File: src/logic/pet_consts.svh
`ifndef PET_CONSTS_SVH
`define PET_CONSTS_SVH

// ====================================================
// device register map
`define PET_ADDR_ENABLE 8'h80
`define PET_ADDR_RATE 8'h82
`define PET_ADDR_LOW_LSB 8'h88
`define PET_ADDR_LOW_MSB 8'h89
`define PET_ADDR_HIGH_LSB 8'h8a
`define PET_ADDR_HIGH_MSB 8'h8b
`define PET_ADDR_PERS 8'h8c
`define PET_ADDR_STATUS 8'h9b
`define PET_ADDR_RESULT_LSB 8'h9c
`define PET_ADDR_RESULT_MSB 8'h9d
`define PET_ADDR_WAIT_TIME 8'ha9
`define PET_ADDR_CONFIG_SIX_REG 8'hae

// ====================================================
// device fields and reset values
`define PET_BIT_POWER_ON 0
`define PET_BIT_DETECT_EN 2
`define PET_BIT_WAIT_EN 4
`define PET_ENABLE_MASK 8'h15
`define PET_BIT_APC_OFF 6
`define PET_BIT_ST_LOW 0
`define PET_BIT_ST_HIGH 1
`define PET_BIT_ST_INT 5
`define PET_RST_ENABLE 8'h00
`define PET_RST_RATE 8'h1f
`define PET_RST_THR 8'h00
`define PET_RST_CONFIG_SIX_REG 8'h3f
`define PET_RST_WAIT_TIME 8'h00

// ====================================================
// timing
`define PET_CLK_MHZ 10
`define PET_SAMPLE_UNIT_US 88
`define PET_SAMPLE_UNIT_CYC (`PET_SAMPLE_UNIT_US * `PET_CLK_MHZ)
`define PET_WAIT_UNIT_US 88
`define PET_WAIT_UNIT_CYC (`PET_WAIT_UNIT_US * `PET_CLK_MHZ)

// ====================================================
// controller register map (byte offsets)
`define PET_HOST_CMD 4'h0
`define PET_HOST_STATUS 4'h4
`define PET_HOST_IRQ_STATUS 4'h8
`define PET_HOST_IRQ_MASK 4'hc
`define PET_IRQ_DONE 0
`define PET_IRQ_DEVINT 1

`endif

File: src/logic/pet_pkg.sv
package pet_pkg;

    // link transfer kinds
    typedef enum logic [1:0] {
        PET_LINK_SET_PTR = 2'b00,
        PET_LINK_WRITE = 2'b01,
        PET_LINK_READ = 2'b10
    } pet_link_kind_t;

    // measurement engine states
    typedef enum logic [1:0] {
        PET_ST_IDLE = 2'b00,
        PET_ST_SAMPLE = 2'b01,
        PET_ST_WAIT = 2'b10
    } pet_engine_state_t;

endpackage : pet_pkg

File: src/logic/pet_link.sv
`timescale 1ns/10ps

// ====================================================
// byte-wide register link between controller and device
interface pet_link;
    import pet_pkg::*;
    logic req;
    pet_link_kind_t kind;
    logic [7:0] wdata;
    logic ack;
    logic [7:0] rdata;
    logic intLevel;

    modport device (input req, input kind, input wdata, output ack, output rdata, output intLevel);
    modport host (output req, output kind, output wdata, input ack, input rdata, input intLevel);
endinterface : pet_link

File: src/logic/pet_breach.sv
`timescale 1ns/10ps
`include "pet_consts.svh"

// ====================================================
// threshold compare and persistence filter
module pet_breach import pet_pkg::*; (
    input wire logic clock,
    input wire logic rst_n,
    input wire logic resultValid,
    input wire logic apcOff,
    input wire logic [13:0] result,
    input wire logic [13:0] lowThr,
    input wire logic [13:0] highThr,
    input wire logic [7:0] lowThr8,
    input wire logic [7:0] highThr8,
    input wire logic [3:0] persistence,
    output logic lowHit,
    output logic highHit
);
    logic [3:0] outCnt_q;
    logic [3:0] outCnt_d;
    logic lowHit_q;
    logic highHit_q;

    // 14-bit against full thresholds, 10-bit upper eight bits against byte thresholds
    wire [7:0] top8 = result[9:2];
    wire isBelow = apcOff ? (top8 < lowThr8) : (result < lowThr);
    wire isAbove = apcOff ? (top8 > highThr8) : (result > highThr);
    wire isOutside = isBelow | isAbove;
    // a setting of zero fires on every out-of-range result
    wire countReached = (persistence == 4'h0) || (outCnt_d == persistence);

    // RULE_17 count out-of-range runs
    assign outCnt_d = !isOutside ? 4'h0 : (outCnt_q == 4'hf ? 4'hf : outCnt_q + 4'h1);

    // counter and breach pulses
    always_ff @(posedge clock) begin
        if (!rst_n) begin
            outCnt_q <= 4'h0;
            lowHit_q <= 1'b0;
            highHit_q <= 1'b0;
        end else begin
            lowHit_q <= 1'b0;
            highHit_q <= 1'b0;
            if (resultValid) begin
                outCnt_q <= outCnt_d;
                // RULE_09 low breach check
                lowHit_q <= isBelow & countReached;
                // RULE_10 high breach check
                highHit_q <= isAbove & countReached;
            end
        end
    end

    assign lowHit = lowHit_q;
    assign highHit = highHit_q;
endmodule : pet_breach

File: src/logic/pet_device.sv
// How it works
// RULE_01: power-on bit starts oscillator and converter
// RULE_02: detect enable bit runs measurement cycles
// RULE_03: wait enable inserts wait between cycles
// RULE_04: host writes reserved enable bits zero
// RULE_05: host configures everything before detect enable
// RULE_06: sample lasts (N+1) times 88 us
// RULE_07: low threshold is lsb plus msb[5:0]
// RULE_08: high threshold is lsb plus msb[5:0]
// RULE_09: low breach when below and persistence met
// RULE_10: high breach when above and persistence met
// RULE_11: host writes low lsb then msb
// RULE_12: host writes high lsb then msb
// RULE_13: lsb shadowed, both bytes latch on msb
// RULE_14: auto pulse control off gives 10-bit results
// RULE_15: 10-bit mode: low lsb vs top eight
// RULE_16: 10-bit mode: high lsb vs top eight
// RULE_17: count outside results, clear when inside
// RULE_18: auto-incrementing 8-bit pointer kept across transfers
// RULE_19: no cycle while power-on bit is zero
//
// Register access over Avalon-MM was left to the implementer.
`timescale 1ns/10ps
`include "pet_consts.svh"

module pet_device import pet_pkg::*; #(
    parameter int SAMPLE_UNIT_CYC = `PET_SAMPLE_UNIT_CYC,
    parameter int WAIT_UNIT_CYC = `PET_WAIT_UNIT_CYC
) (
    input wire logic clock,
    input wire logic rst_n,
    pet_link.device link,
    input wire logic [13:0] rawSample,
    output logic oscOn,
    output logic detectRunning,
    output logic sampleDone,
    output logic [13:0] resultOut,
    output logic lowBreach,
    output logic highBreach
);
    // ====================================================
    // registers
    logic [7:0] pointer_q;
    logic [7:0] enable_q;
    logic [7:0] rate_q;
    logic [7:0] lowShadow_q;
    logic [7:0] lowLsb_q;
    logic [5:0] lowMsb_q;
    logic [7:0] highShadow_q;
    logic [7:0] highLsb_q;
    logic [5:0] highMsb_q;
    logic [3:0] pers_q;
    logic [7:0] config_six_reg_q;
    logic [7:0] waitTime_q;
    logic [13:0] result_q;
    logic [7:0] status_q;
    logic ack_q;
    logic [7:0] rdata_q;
    logic oscOn_q;
    logic running_q;
    logic sampleDone_q;
    pet_engine_state_t state_q;
    pet_engine_state_t state_d;
    logic [15:0] unitCnt_q;
    logic [7:0] stepCnt_q;
    logic [7:0] readMux;
    logic lowHit;
    logic highHit;

    // write strobe for one register address
    function automatic logic wrHit(input logic [7:0] ptr, input logic [7:0] addr, input logic wr);
        wrHit = wr && (ptr == addr);
    endfunction : wrHit

    // ====================================================
    // link decode
    wire isSetPtr = link.req && (link.kind == PET_LINK_SET_PTR);
    wire isWrite = link.req && (link.kind == PET_LINK_WRITE);
    wire isRead = link.req && (link.kind == PET_LINK_READ);
    wire wrEnable = wrHit(pointer_q, `PET_ADDR_ENABLE, isWrite);
    wire wrRate = wrHit(pointer_q, `PET_ADDR_RATE, isWrite);
    wire wrLowLsb = wrHit(pointer_q, `PET_ADDR_LOW_LSB, isWrite);
    wire wrLowMsb = wrHit(pointer_q, `PET_ADDR_LOW_MSB, isWrite);
    wire wrHighLsb = wrHit(pointer_q, `PET_ADDR_HIGH_LSB, isWrite);
    wire wrHighMsb = wrHit(pointer_q, `PET_ADDR_HIGH_MSB, isWrite);
    wire wrPers = wrHit(pointer_q, `PET_ADDR_PERS, isWrite);
    wire wrCfg6 = wrHit(pointer_q, `PET_ADDR_CONFIG_SIX_REG, isWrite);
    wire wrWaitTime = wrHit(pointer_q, `PET_ADDR_WAIT_TIME, isWrite);
    wire rdStatus = wrHit(pointer_q, `PET_ADDR_STATUS, isRead);

    // ====================================================
    // engine control
    wire powerOn = enable_q[`PET_BIT_POWER_ON];
    // RULE_19 detect gated by power
    wire runEngine = powerOn && enable_q[`PET_BIT_DETECT_EN];
    wire waitEnable = enable_q[`PET_BIT_WAIT_EN];
    wire apcOff = config_six_reg_q[`PET_BIT_APC_OFF];
    wire inWait = (state_q == PET_ST_WAIT);
    wire [15:0] unitLast = inWait ? 16'(WAIT_UNIT_CYC - 1) : 16'(SAMPLE_UNIT_CYC - 1);
    wire unitEnd = (unitCnt_q == unitLast);
    // RULE_06 (N+1) units per sample
    wire phaseEnd = unitEnd && (stepCnt_q == (inWait ? waitTime_q : rate_q));
    wire sampleEnd = (state_q == PET_ST_SAMPLE) && phaseEnd;
    // RULE_14 10-bit result when pulse control off
    wire [13:0] newResult = apcOff ? {4'h0, rawSample[13:4]} : rawSample;

    // next engine state
    always_comb begin
        state_d = state_q;
        case (state_q)
            PET_ST_IDLE: begin
                // RULE_02 start cycles
                if (runEngine) begin
                    state_d = PET_ST_SAMPLE;
                end
            end
            PET_ST_SAMPLE: begin
                // RULE_03 optional wait phase
                if (phaseEnd && waitEnable) begin
                    state_d = PET_ST_WAIT;
                end
            end
            PET_ST_WAIT: begin
                if (phaseEnd) begin
                    state_d = PET_ST_SAMPLE;
                end
            end
            default: begin
                state_d = PET_ST_IDLE;
            end
        endcase
        if (!runEngine) begin
            state_d = PET_ST_IDLE;
        end
    end

    // engine state and counters
    always_ff @(posedge clock) begin
        if (!rst_n) begin
            state_q <= PET_ST_IDLE;
            unitCnt_q <= 16'h0000;
            stepCnt_q <= 8'h00;
        end else begin
            state_q <= state_d;
            if (state_d != state_q || phaseEnd || state_q == PET_ST_IDLE) begin
                unitCnt_q <= 16'h0000;
                stepCnt_q <= 8'h00;
            end else if (unitEnd) begin
                unitCnt_q <= 16'h0000;
                stepCnt_q <= stepCnt_q + 8'h01;
            end else begin
                unitCnt_q <= unitCnt_q + 16'h0001;
            end
        end
    end

    // result capture and user outputs
    always_ff @(posedge clock) begin
        if (!rst_n) begin
            result_q <= 14'h0000;
            sampleDone_q <= 1'b0;
            oscOn_q <= 1'b0;
            running_q <= 1'b0;
        end else begin
            sampleDone_q <= sampleEnd;
            if (sampleEnd) begin
                result_q <= newResult;
            end
            // RULE_01 oscillator follows power bit
            oscOn_q <= powerOn;
            running_q <= (state_d != PET_ST_IDLE);
        end
    end

    // ====================================================
    // threshold compare
    pet_breach breachUnit (
        .clock(clock),
        .rst_n(rst_n),
        .resultValid(sampleDone_q),
        .apcOff(apcOff),
        .result(result_q),
        // RULE_07 low 14-bit threshold
        .lowThr({lowMsb_q, lowLsb_q}),
        // RULE_08 high 14-bit threshold
        .highThr({highMsb_q, highLsb_q}),
        // RULE_15 low byte only
        .lowThr8(lowShadow_q),
        // RULE_16 high byte only
        .highThr8(highShadow_q),
        .persistence(pers_q),
        .lowHit(lowHit),
        .highHit(highHit)
    );

    // ====================================================
    // configuration registers
    always_ff @(posedge clock) begin
        if (!rst_n) begin
            enable_q <= `PET_RST_ENABLE;
            rate_q <= `PET_RST_RATE;
            lowShadow_q <= `PET_RST_THR;
            lowLsb_q <= `PET_RST_THR;
            lowMsb_q <= 6'h00;
            highShadow_q <= `PET_RST_THR;
            highLsb_q <= `PET_RST_THR;
            highMsb_q <= 6'h00;
            pers_q <= 4'h0;
            config_six_reg_q <= `PET_RST_CONFIG_SIX_REG;
            waitTime_q <= `PET_RST_WAIT_TIME;
        end else begin
            // RULE_04 reserved bits dropped
            if (wrEnable) enable_q <= link.wdata & `PET_ENABLE_MASK;
            if (wrRate) rate_q <= link.wdata;
            // RULE_13 shadow then latch both bytes
            if (wrLowLsb) lowShadow_q <= link.wdata;
            if (wrLowMsb) begin
                lowMsb_q <= link.wdata[5:0];
                lowLsb_q <= lowShadow_q;
            end
            if (wrHighLsb) highShadow_q <= link.wdata;
            if (wrHighMsb) begin
                highMsb_q <= link.wdata[5:0];
                highLsb_q <= highShadow_q;
            end
            if (wrPers) pers_q <= link.wdata[3:0];
            if (wrCfg6) config_six_reg_q <= link.wdata;
            if (wrWaitTime) waitTime_q <= link.wdata;
        end
    end

    // read selection
    always_comb begin
        case (pointer_q)
            `PET_ADDR_ENABLE: readMux = enable_q;
            `PET_ADDR_RATE: readMux = rate_q;
            `PET_ADDR_LOW_LSB: readMux = lowShadow_q;
            `PET_ADDR_LOW_MSB: readMux = {2'b00, lowMsb_q};
            `PET_ADDR_HIGH_LSB: readMux = highShadow_q;
            `PET_ADDR_HIGH_MSB: readMux = {2'b00, highMsb_q};
            `PET_ADDR_PERS: readMux = {4'h0, pers_q};
            `PET_ADDR_STATUS: readMux = status_q;
            `PET_ADDR_RESULT_LSB: readMux = result_q[7:0];
            `PET_ADDR_RESULT_MSB: readMux = {2'b00, result_q[13:8]};
            `PET_ADDR_WAIT_TIME: readMux = waitTime_q;
            `PET_ADDR_CONFIG_SIX_REG: readMux = config_six_reg_q;
            default: readMux = 8'h00;
        endcase
    end

    // ====================================================
    // pointer, answers and status
    always_ff @(posedge clock) begin
        if (!rst_n) begin
            pointer_q <= 8'h00;
            ack_q <= 1'b0;
            rdata_q <= 8'h00;
            status_q <= 8'h00;
        end else begin
            ack_q <= link.req;
            // RULE_18 pointer set or auto-increment
            if (isSetPtr) begin
                pointer_q <= link.wdata;
            end else if (isWrite || isRead) begin
                pointer_q <= pointer_q + 8'h01;
            end
            if (isRead) rdata_q <= readMux;
            // status clears on read, new breach wins
            status_q[`PET_BIT_ST_LOW] <= lowHit | (status_q[`PET_BIT_ST_LOW] & ~rdStatus);
            status_q[`PET_BIT_ST_HIGH] <= highHit | (status_q[`PET_BIT_ST_HIGH] & ~rdStatus);
            // RULE_17 interrupt on count reached
            status_q[`PET_BIT_ST_INT] <= lowHit | highHit | (status_q[`PET_BIT_ST_INT] & ~rdStatus);
        end
    end

    assign link.ack = ack_q;
    assign link.rdata = rdata_q;
    assign link.intLevel = status_q[`PET_BIT_ST_INT];
    assign oscOn = oscOn_q;
    assign detectRunning = running_q;
    assign sampleDone = sampleDone_q;
    assign resultOut = result_q;
    assign lowBreach = lowHit;
    assign highBreach = highHit;
endmodule : pet_device

File: src/flat_wrapper.sv
// flat-port wrapper written by rule: the top's interface ports become plain ports
module pet_device_flat import pet_pkg::*;
#(
    parameter int SAMPLE_UNIT_CYC = `PET_SAMPLE_UNIT_CYC,
    parameter int WAIT_UNIT_CYC = `PET_WAIT_UNIT_CYC
)
  (clock, rst_n, rawSample, oscOn, detectRunning, sampleDone, resultOut, lowBreach, highBreach, link_req, link_kind, link_wdata, link_ack, link_rdata, link_intLevel);
  pet_link link_i ();
  input wire logic clock;
  input wire logic rst_n;
  input wire logic [13:0] rawSample;
  output logic oscOn;
  output logic detectRunning;
  output logic sampleDone;
  output logic [13:0] resultOut;
  output logic lowBreach;
  output logic highBreach;
  input wire logic [$bits(link_i.req)-1:0] link_req;
  input wire logic [$bits(link_i.kind)-1:0] link_kind;
  input wire logic [$bits(link_i.wdata)-1:0] link_wdata;
  output wire logic [$bits(link_i.ack)-1:0] link_ack;
  output wire logic [$bits(link_i.rdata)-1:0] link_rdata;
  output wire logic [$bits(link_i.intLevel)-1:0] link_intLevel;
  assign link_i.req = link_req;
  assign link_i.kind = link_kind;
  assign link_i.wdata = link_wdata;
  assign link_ack = link_i.ack;
  assign link_rdata = link_i.rdata;
  assign link_intLevel = link_i.intLevel;
  pet_device #(.SAMPLE_UNIT_CYC(SAMPLE_UNIT_CYC), .WAIT_UNIT_CYC(WAIT_UNIT_CYC)) u_core (.clock(clock), .rst_n(rst_n), .link(link_i), .rawSample(rawSample), .oscOn(oscOn), .detectRunning(detectRunning), .sampleDone(sampleDone), .resultOut(resultOut), .lowBreach(lowBreach), .highBreach(highBreach));
endmodule
File: config.mk
export PLATFORM = sky130hd
export DESIGN_NAME = pet_device_flat
export DESIGN_NICKNAME = d
export VERILOG_FILES = /design/src/logic/pet_pkg.sv /design/src/logic/pet_link.sv /design/src/logic/pet_breach.sv /design/src/logic/pet_device.sv /design/src/flat_wrapper.sv
export VERILOG_INCLUDE_DIRS = /design/src /design/src/logic
export SDC_FILE = /design/constraint.sdc
export NUM_CORES = 1
export LEC_CHECK = 0
export BUFFER_PORTS_ARGS = -buffer_cell sky130_fd_sc_hd__buf_2
export CAP_MARGIN = 20
export CORE_ASPECT_RATIO = 0.9
export CORE_MARGIN = 3
export CORE_UTILIZATION = 34
export DETAILED_ROUTE_END_ITERATION = 12
export PLACE_DENSITY_LB_ADDON = 0.15
export SLEW_MARGIN = 20
export SYNTH_ARGS = -nofsm -noshare
export SYNTH_HDL_FRONTEND = slang
export SYNTH_SLANG_ARGS = --single-unit
File: constraint.sdc
create_clock -name clock -period 5.2 [get_ports clock]
set_clock_uncertainty 0.1 [all_clocks]
set_input_delay 0.78 -clock clock [delete_from_list [all_inputs] [get_ports clock]]
set_output_delay 0.78 -clock clock [all_outputs]
set_load 0.01 [all_outputs]
Word-level counts from Yosys, hierarchy flattened. Index checks and enable logic that the tools add are counted. W data, S select, Z words.

Bits in registers: 144. Input port bits: 27. Output and inout port bits: 29.

Add/sub/neg operators: 4. Magnitude comparators: 4. Equal/unequal tests: 21. Multiplexer cells: 13. Bitwise operators: 12. Reductions and logical operators: 29.

Operators with widths (number): $eq A8 B8 Y1 const B (12); $pmux W8 S12 (1); $mux W8 (3); $logic_and A1 B1 Y1 (17); $add A16 B1 Y16 const B (1); $add A8 B1 Y8 const B (2); $eq A16 B10 Y1 const B (1); $gt A14 B14 Y1 (1); $lt A14 B14 Y1 (1); $mux W14 (1); $eq A8 B8 Y1 (1); $gt A8 B8 Y1 (1); $lt A8 B8 Y1 (1); $mux W4 (2); $mux W2 (3); $pmux W2 S3 (1); $and A1 B1 Y1 (5); $or A1 B1 Y1 (5); $add A4 B1 Y4 const B (1); $eq A2 B1 Y1 const B (2); $eq A2 B2 Y1 const B (2); $eq A4 B4 Y1 (1); $eq A4 B4 Y1 const B (1); $logic_not A2 Y1 (2); other kinds (9) (15).

Longest topological paths before layout. Gate-level depths: netlist of run 1.

Depth in word-level cells: 12. Mapped depth: 9.

Cells and area by module. Synthesis of run 1 repeated with hierarchy kept, for this count alone.

Cell total of the unflattened synthesis: 983. Area total of the unflattened synthesis: 8064.0 µm².

Modules (own cells, without submodules): pet_device (times used 1, cells an instance 792, area each 6575.1 µm², sequential area each 2762.6 µm²); pet_breach (times used 1, cells an instance 191, area each 1488.9 µm², sequential area each 120.1 µm²).

Worst setup path after synthesis of run 1. No wires, ideal clock.

Path kind: reg2reg. From: reg u_core.result_q[8], in the netlist u_core.resultOut[8]. To: reg u_core.breachUnit.outCnt_q[2]. Library setup time: 0.115 ns. Data arrival time: 2.074 ns. Required time: 4.985 ns. Path slack: 2.911 ns. Cell stages (with the launch flop): 8. Path buffers: 0. Clock period less this slack: 2.289 ns. Cell sequence: dfxtp_1 -> ha_1 -> o21a_1 -> or2_2 -> a22o_1 -> a31o_2 -> and4_1 -> a2111oi_0.

Word-level cells in the longest chain between the ends: 4. Elaborated cells on any way between the ends: 8. Classes of those cells: 4 x order compare; 3 x mux; 1 x bitwise.

RTL lines: start: declaration (line pet_device.sv:55) `logic [13:0] result_q;`; start signal: assignment (line pet_device.sv:167) `result_q <= newResult;`; $lt A14 B14 Y1 (tied with other cells) (line pet_breach.sv:27) `wire isBelow = apcOff ? (top8 < lowThr8) : (result < lowThr);`; $mux W1 (on tied branches) (line pet_breach.sv:27, pet_breach.sv:28); $or A1 B1 Y1 (*) (line pet_breach.sv:29) `wire isOutside = isBelow | isAbove;`; $mux W4 (*) (line pet_breach.sv:34) `assign outCnt_d = !isOutside ? 4'h0 : (outCnt_q == 4'hf ? 4'hf : outCnt_q + 4'h1);`; end signal: assignment (line pet_breach.sv:46) `outCnt_q <= outCnt_d;`; end: declaration (line pet_breach.sv:20) `logic [3:0] outCnt_q;`.

Mark *: on every way between the ends. The rest lies on a longest branch, timed or not. A chain may end at the register's enable or synchronous reset.

Worst setup path after layout of run 1.
From: reg u_core.state_q[1]. To: reg u_core.state_q[1].

Word-level cells in the longest chain between the ends: 8. Elaborated cells on any way between the ends: 11. Classes of those cells: 3 x eq/ne; 5 x mux; 3 x reduce/logical.

RTL lines: start: declaration (line pet_device.sv:62) `pet_engine_state_t state_q;`; start signal: assignment (line pet_device.sv:144) `state_q <= state_d;`; $eq A2 B2 Y1 (line pet_device.sv:98, pet_device.sv:110); $mux W8 (line pet_device.sv:102) `wire phaseEnd = unitEnd && (stepCnt_q == (inWait ? waitTime_q : rate_q));`; $eq A8 B8 Y1 (line pet_device.sv:102); $logic_and A1 B1 Y1 (line pet_device.sv:102); $logic_and A1 B1 Y1 (line pet_device.sv:119) `if (phaseEnd && waitEnable) begin`; $mux W2 (line pet_device.sv:119); $pmux W2 S3 (*) (line pet_device.sv:110) `case (state_q)`; $mux W2 (*) (line pet_device.sv:132) `if (!runEngine) begin`.

Marked as above.

==> key figures, run 1 <==
Status
  • Outcome: complete, no violations

Drt
  • Drt first pass iters: 5
  • Drt initial violations: 649
  • WL/cell: 19.12 um
  • Antenna viol nets, final: 0
  • DR DRC count: 0
  • Drt via density: 5.404
  • Final wirelength: 24820 um
  • Vias: 7015

Final layout
  • N_diodes: 0
  • Most frequent cells in the layout: 144 x dfxtp_1, 143 x nand2_1, 74 x nor2_1, 64 x a21oi_1, 63 x nand3_1
  • Most common cell after layout, fill and taps aside: dfxtp_1
  • Layout cell share with drive strength beyond 1: 11.89%
  • Core Util, Final: 39.44%
  • Non-Filler Cell Area, Final: 0.008956 mm^2
  • Fin cells: 1298
  • Fin nets: 1064
  • Layout area overhead: 13.15%

Timing
  • Max Clk Rate: 0.3416 GHz
  • Max-slew violation count: 0
  • Setup ws final: 2.273 ns
  • Part of the cycle the worst path needs: 56.30%
  • Rel. slew slack: 33.25%
  • Final hold slack: 0.3530 ns
  • Fin Setup TNS: 0 ns
  • Min Tclk post-route: 2.927 ns
  • RSZ-0062 raised after global routing: no
  • Setup-failing EPs final: 0
  • Final number of hold-violating endpoints: 0
  • Worst-Margin Slew: 0.9992 ns

Global route
  • First-pass GRT wire length: 38600 um
  • Largest net degree at the start of global routing: 49
  • Vias in the first global route: 6474
  • All-Layer GR Usage: 19.86%
  • Total gr overflow: 0
  • Initial antenna violation count: 0

Worst setup path
  • CP Class: reg -> reg
  • Crit start category: register
  • Req. time, crit path: 5.40 ns
  • CP Capture Type: register
  • Crit-path max FO: 10
  • Crit path DAT: 3.12 ns

Clocking
  • Clock Sink Count: 144
  • TritonCTS buffer count: 17
  • Clock-pin slew on the worst setup and hold paths: 0.06 ns
  • Postcts setup bufs: 0
  • Max Root-Sink Buffers: 2
  • Clk_lat worst skew: 0.43 ns
  • H-tree depth: 4
  • Number of hold buffers added after cts: 0
  • CTS resizes: 0
  • TritonCTS clock tree: built
  • CTS root buffer: clkbuf_16

Floorplanning
  • # IOs: 56
  • Number of core rows: 52
  • Initial Util: 34.86%
  • Die W: 166.8 um
  • Die area: 0.02515 mm^2
  • Die H: 150.7 um
  • Core area: 0.02271 mm^2

Synthesis
  • Main synth FF type: dfxtp_1
  • Main combinational cell family by area after synthesis: simple AND/OR/NAND/NOR gates
  • Post-synthesis compound-gate area fraction: 15.57%
  • Register area share after synthesis: 36.42%
  • Ys async rst share: 0%
  • Post-Synth Simple-Gate Area: 23.81%
  • Mux share of post-synthesis cell area: 7.240%
  • Post-Syn Instances: 964
  • Distinct cells, synth: 71
  • Yosys reg bits: 144
  • Yosys warns: 0
  • Syn nets: 1040
  • Synth Area in XOR/XNOR: 3.541%
  • Adder-Cell Fraction of Synth Area: 7.746%
  • Netlist Area Pre-Place: 0.007915 mm^2
  • Syn avg cell area: 8.211 um^2
  • Post-synth EDFFs: 0

Run
  • Maximum Capacitance Violations: 0

Power and ir drop
  • Peak supply drop: 0.1574 mV
  • Total power: 2.459 mW
  • PwrDens: 274.6 mW/mm^2
  • Leak: 3.462 nW

Place
  • Post-Place Setup Slack: 2.083 ns
  • Inst Count DP: 1266
  • Routability cong.: 0.8683
  • Port Buffers: 55
  • Hpwl dp: 17700 um
  • Dpl cell area: 0.008371 mm^2

Min path
  • Worst Hold Class: reg -> reg
[report_power, final]
| part | total (mW) | internal [mW] | switching [mW] |
|---|---|---|---|
| clock network | 1.25 | 0.716 | 0.530 |
| registers | 1.11 | 1.11 | 0.00632 |
| logic | 0.100 | 0.0276 | 0.0729 |
[synth_stat cells (3+ instances only)]
cell | instances | area (um^2)
dfxtp_1 | 144 | 2883
nand2_1 | 143 | 536.8
nor2_1 | 74 | 277.8
a21oi_1 | 64 | 320.3
nand3_1 | 63 | 315.3
inv_1 | 50 | 187.7
ha_1 | 49 | 613.1
mux2i_1 | 46 | 460.4
clkbuf_1 | 42 | 157.7
xor2_1 | 24 | 210.2
o21ai_0 | 23 | 115.1
and3_1 | 19 | 118.9
nand4_1 | 16 | 100.1
a22o_1 | 13 | 113.9
nor3_1 | 13 | 65.06
a211oi_1 | 11 | 82.58
mux2_2 | 10 | 112.6
and2_1 | 9 | 56.30
buf_2 | 8 | 40.04
nor2b_1 | 8 | 50.05
xnor2_1 | 8 | 70.07
a22oi_1 | 7 | 52.55
nand2b_1 | 7 | 43.79
nand3b_1 | 7 | 52.55
o21ai_1 | 7 | 35.03
a21boi_0 | 6 | 45.04
a222oi_1 | 6 | 60.06
nor4_1 | 6 | 37.54
a32oi_1 | 5 | 43.79
a32o_1 | 4 | 40.04
and4_1 | 4 | 35.03
o31ai_1 | 4 | 30.03
a21o_1 | 3 | 22.52
a221oi_1 | 3 | 26.28
a31oi_1 | 3 | 18.77
buf_1 | 3 | 11.26
buf_6 | 3 | 33.78
o211ai_1 | 3 | 22.52
o21a_1 | 3 | 22.52
or3_1 | 3 | 18.77
[routing by layer]
| layer | vias up | routed length [um] | track usage, % |
|---|---|---|---|
| met5 | - | 0 | 0 |
| met4 | 0 | 283 | 4.577 |
| met3 | 30 | 1508 | 3.938 |
| met2 | 201 | 10460 | 28.64 |
| met1 | 3327 | 12580 | 30.25 |
| li1 | 3457 | - | - |
[critical path, stage by stage (launching register included)]
cell,delay (ns)
dfxtp_1,0.37
nor2b_1,0.81
mux2i_1,0.30
xor2_1,0.22
nand4_2,0.23
nor3_2,0.61
o21bai_1,0.15
[state kept, by name, indices dropped and copies added (netlist names), 2 cells and up]
| name | cells |
|---|---|
| u_core.pointer_q | 8 |
| u_core.waitTime_q | 8 |
| u_core.rate_q | 8 |
| u_core.resultOut | 14 |
| u_core.status_q | 3 |
| u_core.enable_q | 3 |
| u_core.unitCnt_q | 16 |
| u_core.config_six_reg_q | 8 |
| u_core.pers_q | 4 |
| u_core.state_q | 2 |
| u_core.link.rdata | 8 |
| u_core.highLsb_q | 8 |
| u_core.breachUnit.outCnt_q | 4 |
| u_core.stepCnt_q | 8 |
| u_core.highShadow_q | 8 |
| u_core.lowLsb_q | 8 |
| u_core.lowMsb_q | 6 |
| u_core.highMsb_q | 6 |
| u_core.lowShadow_q | 8 |
[area by class of cell]
cell class,count,area [um^2]
clock inverter,14,156.4
clock buffer,18,429.2
tap,297,371.6
sequential,144,2883
timing repair buffer,63,335.3
inverter,51,191.4
fill,2335,13750
multi-input combinational,711,4589
[path summary, 6_finish.rpt]
kind	from	to	slack (ns)	cells after the start
worst min register to register	u_core.link.rdata[6]	u_core.link.rdata[6]	0.35	2
worst max-delay path	u_core.state_q[1]	u_core.state_q[1]	2.27	6
worst max register to register	u_core.state_q[1]	u_core.state_q[1]	2.27	6
worst min-delay path	u_core.link.rdata[6]	u_core.link.rdata[6]	0.35	2
[cell families (layout without fill, tap and decap cells)]
logic type               count (synthesis)  in the layout
AO/OA/AOI/OAI                          185            185
XOR/XNOR                                32             32
adder cells (fa/ha/maj)                 49             49
buffers and inverters                  109            146
flip-flops                             144            144
multiplexers                            56             56
AND/OR/NAND/NOR                        389            389
(Power assumes the default switching activity.)
==> inputs of run 2 (changes only) <==
ABC_AREA = 1   (was default)
clock period = 2.4 ns   (was 5.2 ns; I/O delays follow)
==> run 2 against run 1 <==
Utilization up 2.6 points; synthesized cell count is 15% higher; sequential cell count did not move; largest cell class unchanged; worst setup slack lost 2.1 ns; largest power group unchanged; count of clock-buffer cells in the layout increased by 2.
==> key figures, run 2 <==
Global route
  • Total gr overflow: 0
  • Largest net degree at the start of global routing: 90
  • First-pass GRT wire length: 39160 um
  • Vias in the first global route: 7078
  • Initial antenna violation count: 0
  • All-Layer GR Usage: 20.12%

Final layout
  • Multi-input gate area: 0.004177 mm^2
  • Largest Register: u_core.unitCnt_q
  • Fin cells: 1485
  • FF/Latch Area: 0.002899 mm^2
  • Layout area overhead: 18.77%
  • Layout cell share with drive strength beyond 1: 13.99%
  • Most common cell after layout, fill and taps aside: nand2_1
  • Most frequent cells in the layout: 181 x nand2_1, 165 x inv_1, 133 x dfxtp_1, 118 x a21oi_1, 101 x o21ai_0
  • Filler instances: 2403
  • Max reg flops: 16
  • N_diodes: 0
  • Fin nets: 1259

Timing
  • Min Tclk post-route: 2.225 ns
  • Max Clk Rate: 0.4495 GHz
  • Fin Setup TNS: 0 ns
  • Rel. slew slack: 64.51%
  • Max-slew violation count: 0
  • Setup-failing EPs final: 0
  • Worst-Margin Slew: 0.5308 ns
  • Part of the cycle the worst path needs: 92.69%
  • Final number of hold-violating endpoints: 0
  • Setup ws final: 0.1754 ns

Worst setup path
  • Crit start category: register
  • CP Class: reg -> reg
  • Crit path DAT: 2.48 ns
  • Req. time, crit path: 2.66 ns
  • Crit-path max FO: 6
  • CP Capture Type: register
  • Worst Reg-to-Reg Cells: 10

Clocking
  • H-tree depth: 4
  • Clk_lat worst skew: 0.43 ns
  • TritonCTS buffer count: 17
  • CTS root buffer: clkbuf_16
  • Clock Sink Count: 144
  • TritonCTS clock tree: built
  • Clock-pin slew on the worst setup and hold paths: 0.06 ns
  • Max Root-Sink Buffers: 2

Drt
  • Drt first pass iters: 7
  • Vias: 7611
  • DR DRC count: 0
  • Drt initial violations: 684
  • WL/cell: 16.74 um
  • Antenna viol nets, final: 0
  • Final wirelength: 24850 um
  • Drt via density: 5.125

Power and ir drop
  • PwrDens: 561.0 mW/mm^2
  • Peak supply drop: 0.3592 mV
  • Total power: 5.202 mW
  • Leak: 3.902 nW

Place
  • Hpwl dp: 18290 um
  • Inst Count DP: 1453
  • Post-Place Setup Slack: -0.007429 ns
  • Routability cong.: 0.8581
  • Port Buffers: 55

Floorplanning
  • # IOs: 56
  • Die H: 149.8 um
  • Core area: 0.02208 mm^2
  • Die area: 0.02482 mm^2
  • Initial Util: 35.36%
  • Number of core rows: 51
  • Die W: 165.7 um

Synthesis
  • Register area share after synthesis: 36.92%
  • Post-synth EDFFs: 0
  • Ys async rst share: 0%
  • Synth top area share: 36.92%
  • Most common cell in the netlist: nand2_1
  • Syn avg cell area: 7.066 um^2
  • Distinct cells, synth: 42
  • Synth area leader: dfxtp_1
  • Most common library cells after synthesis: 184 x nand2_1, 166 x inv_1, 144 x dfxtp_1, 118 x a21oi_1, 102 x o21ai_0
  • Post-Syn Instances: 1105
  • Top cells by area, synth: dfxtp_1 37%, nand2_1 8.8%, inv_1 8.0%
  • Main synth FF type: dfxtp_1
  • Yosys warns: 0
  • Syn nets: 1181
  • Netlist Area Pre-Place: 0.007807 mm^2
  • Yosys reg bits: 144

Run
  • Maximum Capacitance Violations: 0

Min path
  • Worst Hold Class: in -> reg
  • Worst hold stages: 3

Status
  • Outcome: complete, no violations
[run 2: changes by cell type after synthesis, moves of 24 or more]
cell / change
inv_1: +116
o21ai_0: +79
a21oi_1: +54
mux2i_1: -46
nand2_1: +41
nand3_1: +24
[run 2: power by group]
group | total [mW] | switching, mW | internal (mW)
Combinational | 0.195 | 0.137 | 0.0574
Sequential | 2.41 | 0.00883 | 2.40
Clock | 2.60 | 1.03 | 1.57
Total | 5.20 | 1.18 | 4.02
[run 2: area by class of cell]
class | instances | share of cell area (%)
clock buffer | 20 | 4.925
clock inverter | 10 | 1.228
inverter | 170 | 6.882
multi-input combinational | 754 | 45.04
sequential | 144 | 31.26
tap | 291 | 3.927
timing repair buffer | 96 | 6.733
[run 2: worst paths after layout]
check | startpoint | to | slack [ns]
min | link_req | u_core.link.ack | 0.05
min reg2reg | u_core.lowLsb_q[0] | u_core.lowLsb_q[0] | 0.35
max | u_core.pointer_q[6] | u_core.link.rdata[7] | 0.18
max reg2reg | u_core.pointer_q[6] | u_core.link.rdata[7] | 0.18
[run 2: critical path: stages (launching register included)]
cell	delay (ns)
dfxtp_1	0.34
inv_1	0.10
nand2_1	0.08
nor3_1	0.26
nand3_1	0.32
buf_4	0.24
o22ai_1	0.25
a21oi_1	0.10
o21ai_0	0.13
o21ai_0	0.13
a21oi_1	0.12
[run 2: metal layers]
layer	track usage (%)	up-vias	wire length [um]
met2	30.12	238	10260
li1	-	3846	-
met3	3.777	29	1680
met1	29.72	3498	12530
met5	0	-	0
met4	5.281	0	376
[run 2: cells by family (layout without fill, tap and decap cells)]
group	after synthesis	after routing	share of synthesized area (%)
buf+inv	207	296	10.27
simple gates	394	394	22.08
xor+xnor	22	22	2.468
flops	144	144	36.92
fa+ha+maj	49	49	7.853
compound gates	289	289	20.40
[run 2: timing repair]
item,in CTS,in global routing
resized for setup,2,26
setup endpoints to repair,2,46
buffers inserted,0,2
hold buffers,0,0
pin swaps,0,4
[run 2: per-stage QoR]
| step | hold slack [ns] | utilization [%] | cell area, um^2 |
|---|---|---|---|
| 5_1_grt | 0.05559 | 42.00 | 9273 |
| 2_1_floorplan | 0.3175 | - | 7807 |
| 3_3_place_gp | 0.3306 | 38.96 | 8601 |
| 6_report | 0.05219 | 42.00 | 9273 |
| 4_1_cts | 0.03588 | 41.55 | 9174 |
| 3_5_place_dp | 0.3402 | 38.96 | 8601 |
==> inputs of run 3 (changes only) <==
MAX_ROUTING_LAYER = met4   (was default)
==> run 3 against run 2 <==
Total power about the same; cell count unchanged; worst setup slack better by 0.0068 ns; non-clock buffer count unchanged; sequential share of layout area unchanged; register-to-register slack about the same; sequential power about the same; count of clock-buffer cells in the layout unchanged; highest routed layer unchanged; utilization unchanged; clock power about the same; critical path depth unchanged; fmax up 0.31%.
==> key figures, run 3 (same netlist as run 2, synthesis figures left out) <==
Status
  • Outcome: complete, no violations

Timing
  • Max Clk Rate: 0.4509 GHz
  • Worst-Margin Slew: 0.5422 ns
  • Final number of hold-violating endpoints: 0
  • Min Tclk post-route: 2.218 ns
  • Rel. slew slack: 63.75%
  • Setup-failing EPs final: 0
  • Part of the cycle the worst path needs: 92.41%
  • Max-slew violation count: 0

Drt
  • Final wirelength: 24880 um
  • Antenna viol nets, final: 0
  • Drt via density: 5.104
  • Drt first pass iters: 7
  • WL/cell: 16.76 um
  • Drt initial violations: 671
  • DR DRC count: 0
  • Vias: 7580

Place
  • Port Buffers: 55
  • Hpwl dp: 18290 um
  • Dpl cell area: 0.008601 mm^2
  • Routability cong.: 0.8719
  • Inst Count DP: 1453

Clocking
  • Clock-pin slew on the worst setup and hold paths: 0.06 ns
  • H-tree depth: 4
  • Max Root-Sink Buffers: 2
  • Number of hold buffers added after cts: 0
  • Clock Sink Count: 144
  • Clk_lat worst skew: 0.43 ns
  • TritonCTS buffer count: 17
  • TritonCTS clock tree: built
  • CTS root buffer: clkbuf_16

Worst setup path
  • Top delay family on crit path: compound AO/OA/AOI/OAI gates
  • Crit-path max FO: 6
  • CP Capture Type: register
  • CP Class: reg -> reg
  • Worst path cell trace: inv_1 -> nand2_1 -> nor3_1 -> nand3_1 -> buf_4 -> o22ai_1 -> a21oi_1 -> o21ai_0 -> o21ai_0 -> a21oi_1
  • Crit start category: register
  • Req. time, crit path: 2.66 ns
  • CP peak stage delay: 0.34 ns
  • CP max-delay cell: dfxtp_1
  • Buf/Inv on CP: 2
  • Crit path DAT: 2.48 ns

Global route
  • Routing usage on met3: 3.803%
  • All-Layer GR Usage: 20.73%
  • Vias in the first global route: 7076
  • Gr busiest metal: met2
  • Largest net degree at the start of global routing: 90
  • Initial antenna violation count: 0
  • Total gr overflow: 0
  • M1 GR Usage: 29.88%
  • First-pass GRT wire length: 39180 um
  • Met2 GRT Util: 30.08%

Final layout
  • Layout cell share with drive strength beyond 1: 13.99%
  • Max reg flops: 16
  • Largest Register: u_core.unitCnt_q
  • Fin cells: 1485
  • Fin nets: 1259
  • Non-Filler Cell Area, Final: 0.009273 mm^2
  • Most common cell after layout, fill and taps aside: nand2_1
  • Core Util, Final: 42.00%
  • Most frequent cells in the layout: 181 x nand2_1, 165 x inv_1, 133 x dfxtp_1, 118 x a21oi_1, 101 x o21ai_0
  • N_diodes: 0
  • Layout area overhead: 18.77%

Floorplanning
  • Core area: 0.02208 mm^2
  • Die area: 0.02482 mm^2
  • Die H: 149.8 um
  • Initial Util: 35.36%
  • Die W: 165.7 um
  • Number of core rows: 51
  • # IOs: 56

Min path
  • Worst Hold Class: in -> reg

Run
  • Maximum Capacitance Violations: 0

Power and ir drop
  • Peak supply drop: 0.3604 mV
  • Total power: 5.204 mW
  • PwrDens: 561.3 mW/mm^2
  • Leak: 3.902 nW
==> run 3: final cells by class <==
| class | instances | area (um^2) |
|---|---|---|
| repair buffers | 96 | 624.3 |
| inverters | 170 | 638.1 |
| multi-input cells | 754 | 4177 |
| flip-flops and latches | 144 | 2899 |
| clock inverters | 10 | 113.9 |
| clock buffers | 20 | 456.7 |
| well taps | 291 | 364.1 |
| fillers | 2403 | 12810 |
==> run 3: tightest hold or removal path, stage by stage <==
cell     delay [ns]
buf_2          0.10
nand2_1        0.05
inv_1          0.04
==> run 3: power by group <==
group	total, mW	internal, mW	switching [mW]	leakage [nW]
Sequential	2.41	2.40	0.00879	1.17
Combinational	0.195	0.0574	0.138	2.46
Clock	2.60	1.57	1.04	0.270
==> run 3: metal layers <==
metal	wire length, um	up-vias
met5	0	-
met4	368	0
met3	1637	29
met2	10260	232
met1	12620	3477
li1	-	3842
==> run 3: path summary, 6_finish.rpt <==
check,from,end,slack (ns),cells past startpoint
hold / removal,link_req,u_core.link.ack,0.05,3
setup / recovery,u_core.pointer_q[6],u_core.link.rdata[7],0.18,10
setup reg to reg,u_core.pointer_q[6],u_core.link.rdata[7],0.18,10
hold reg to reg,u_core.lowLsb_q[0],u_core.lowLsb_q[0],0.35,2
==> run 3: per-stage QoR <==
step                hold slack [ns]  setup TNS, ns  setup slack [ns]
floorplan                    0.3175              0            0.3227
global placement             0.3306              0          0.008718
detailed placement           0.3402      -0.007429         -0.007429
CTS                         0.03588              0          0.001252
global route                0.05422       -0.01772         -0.009304
finish                      0.05050              0            0.1822
==> run 3: repair_timing <==
item                       4_1_cts  5_1_grt
buffers inserted                 0        2
pin swaps                        0        4
gates cloned                     0        0
resized for setup                2       26
setup endpoints to repair        2       46
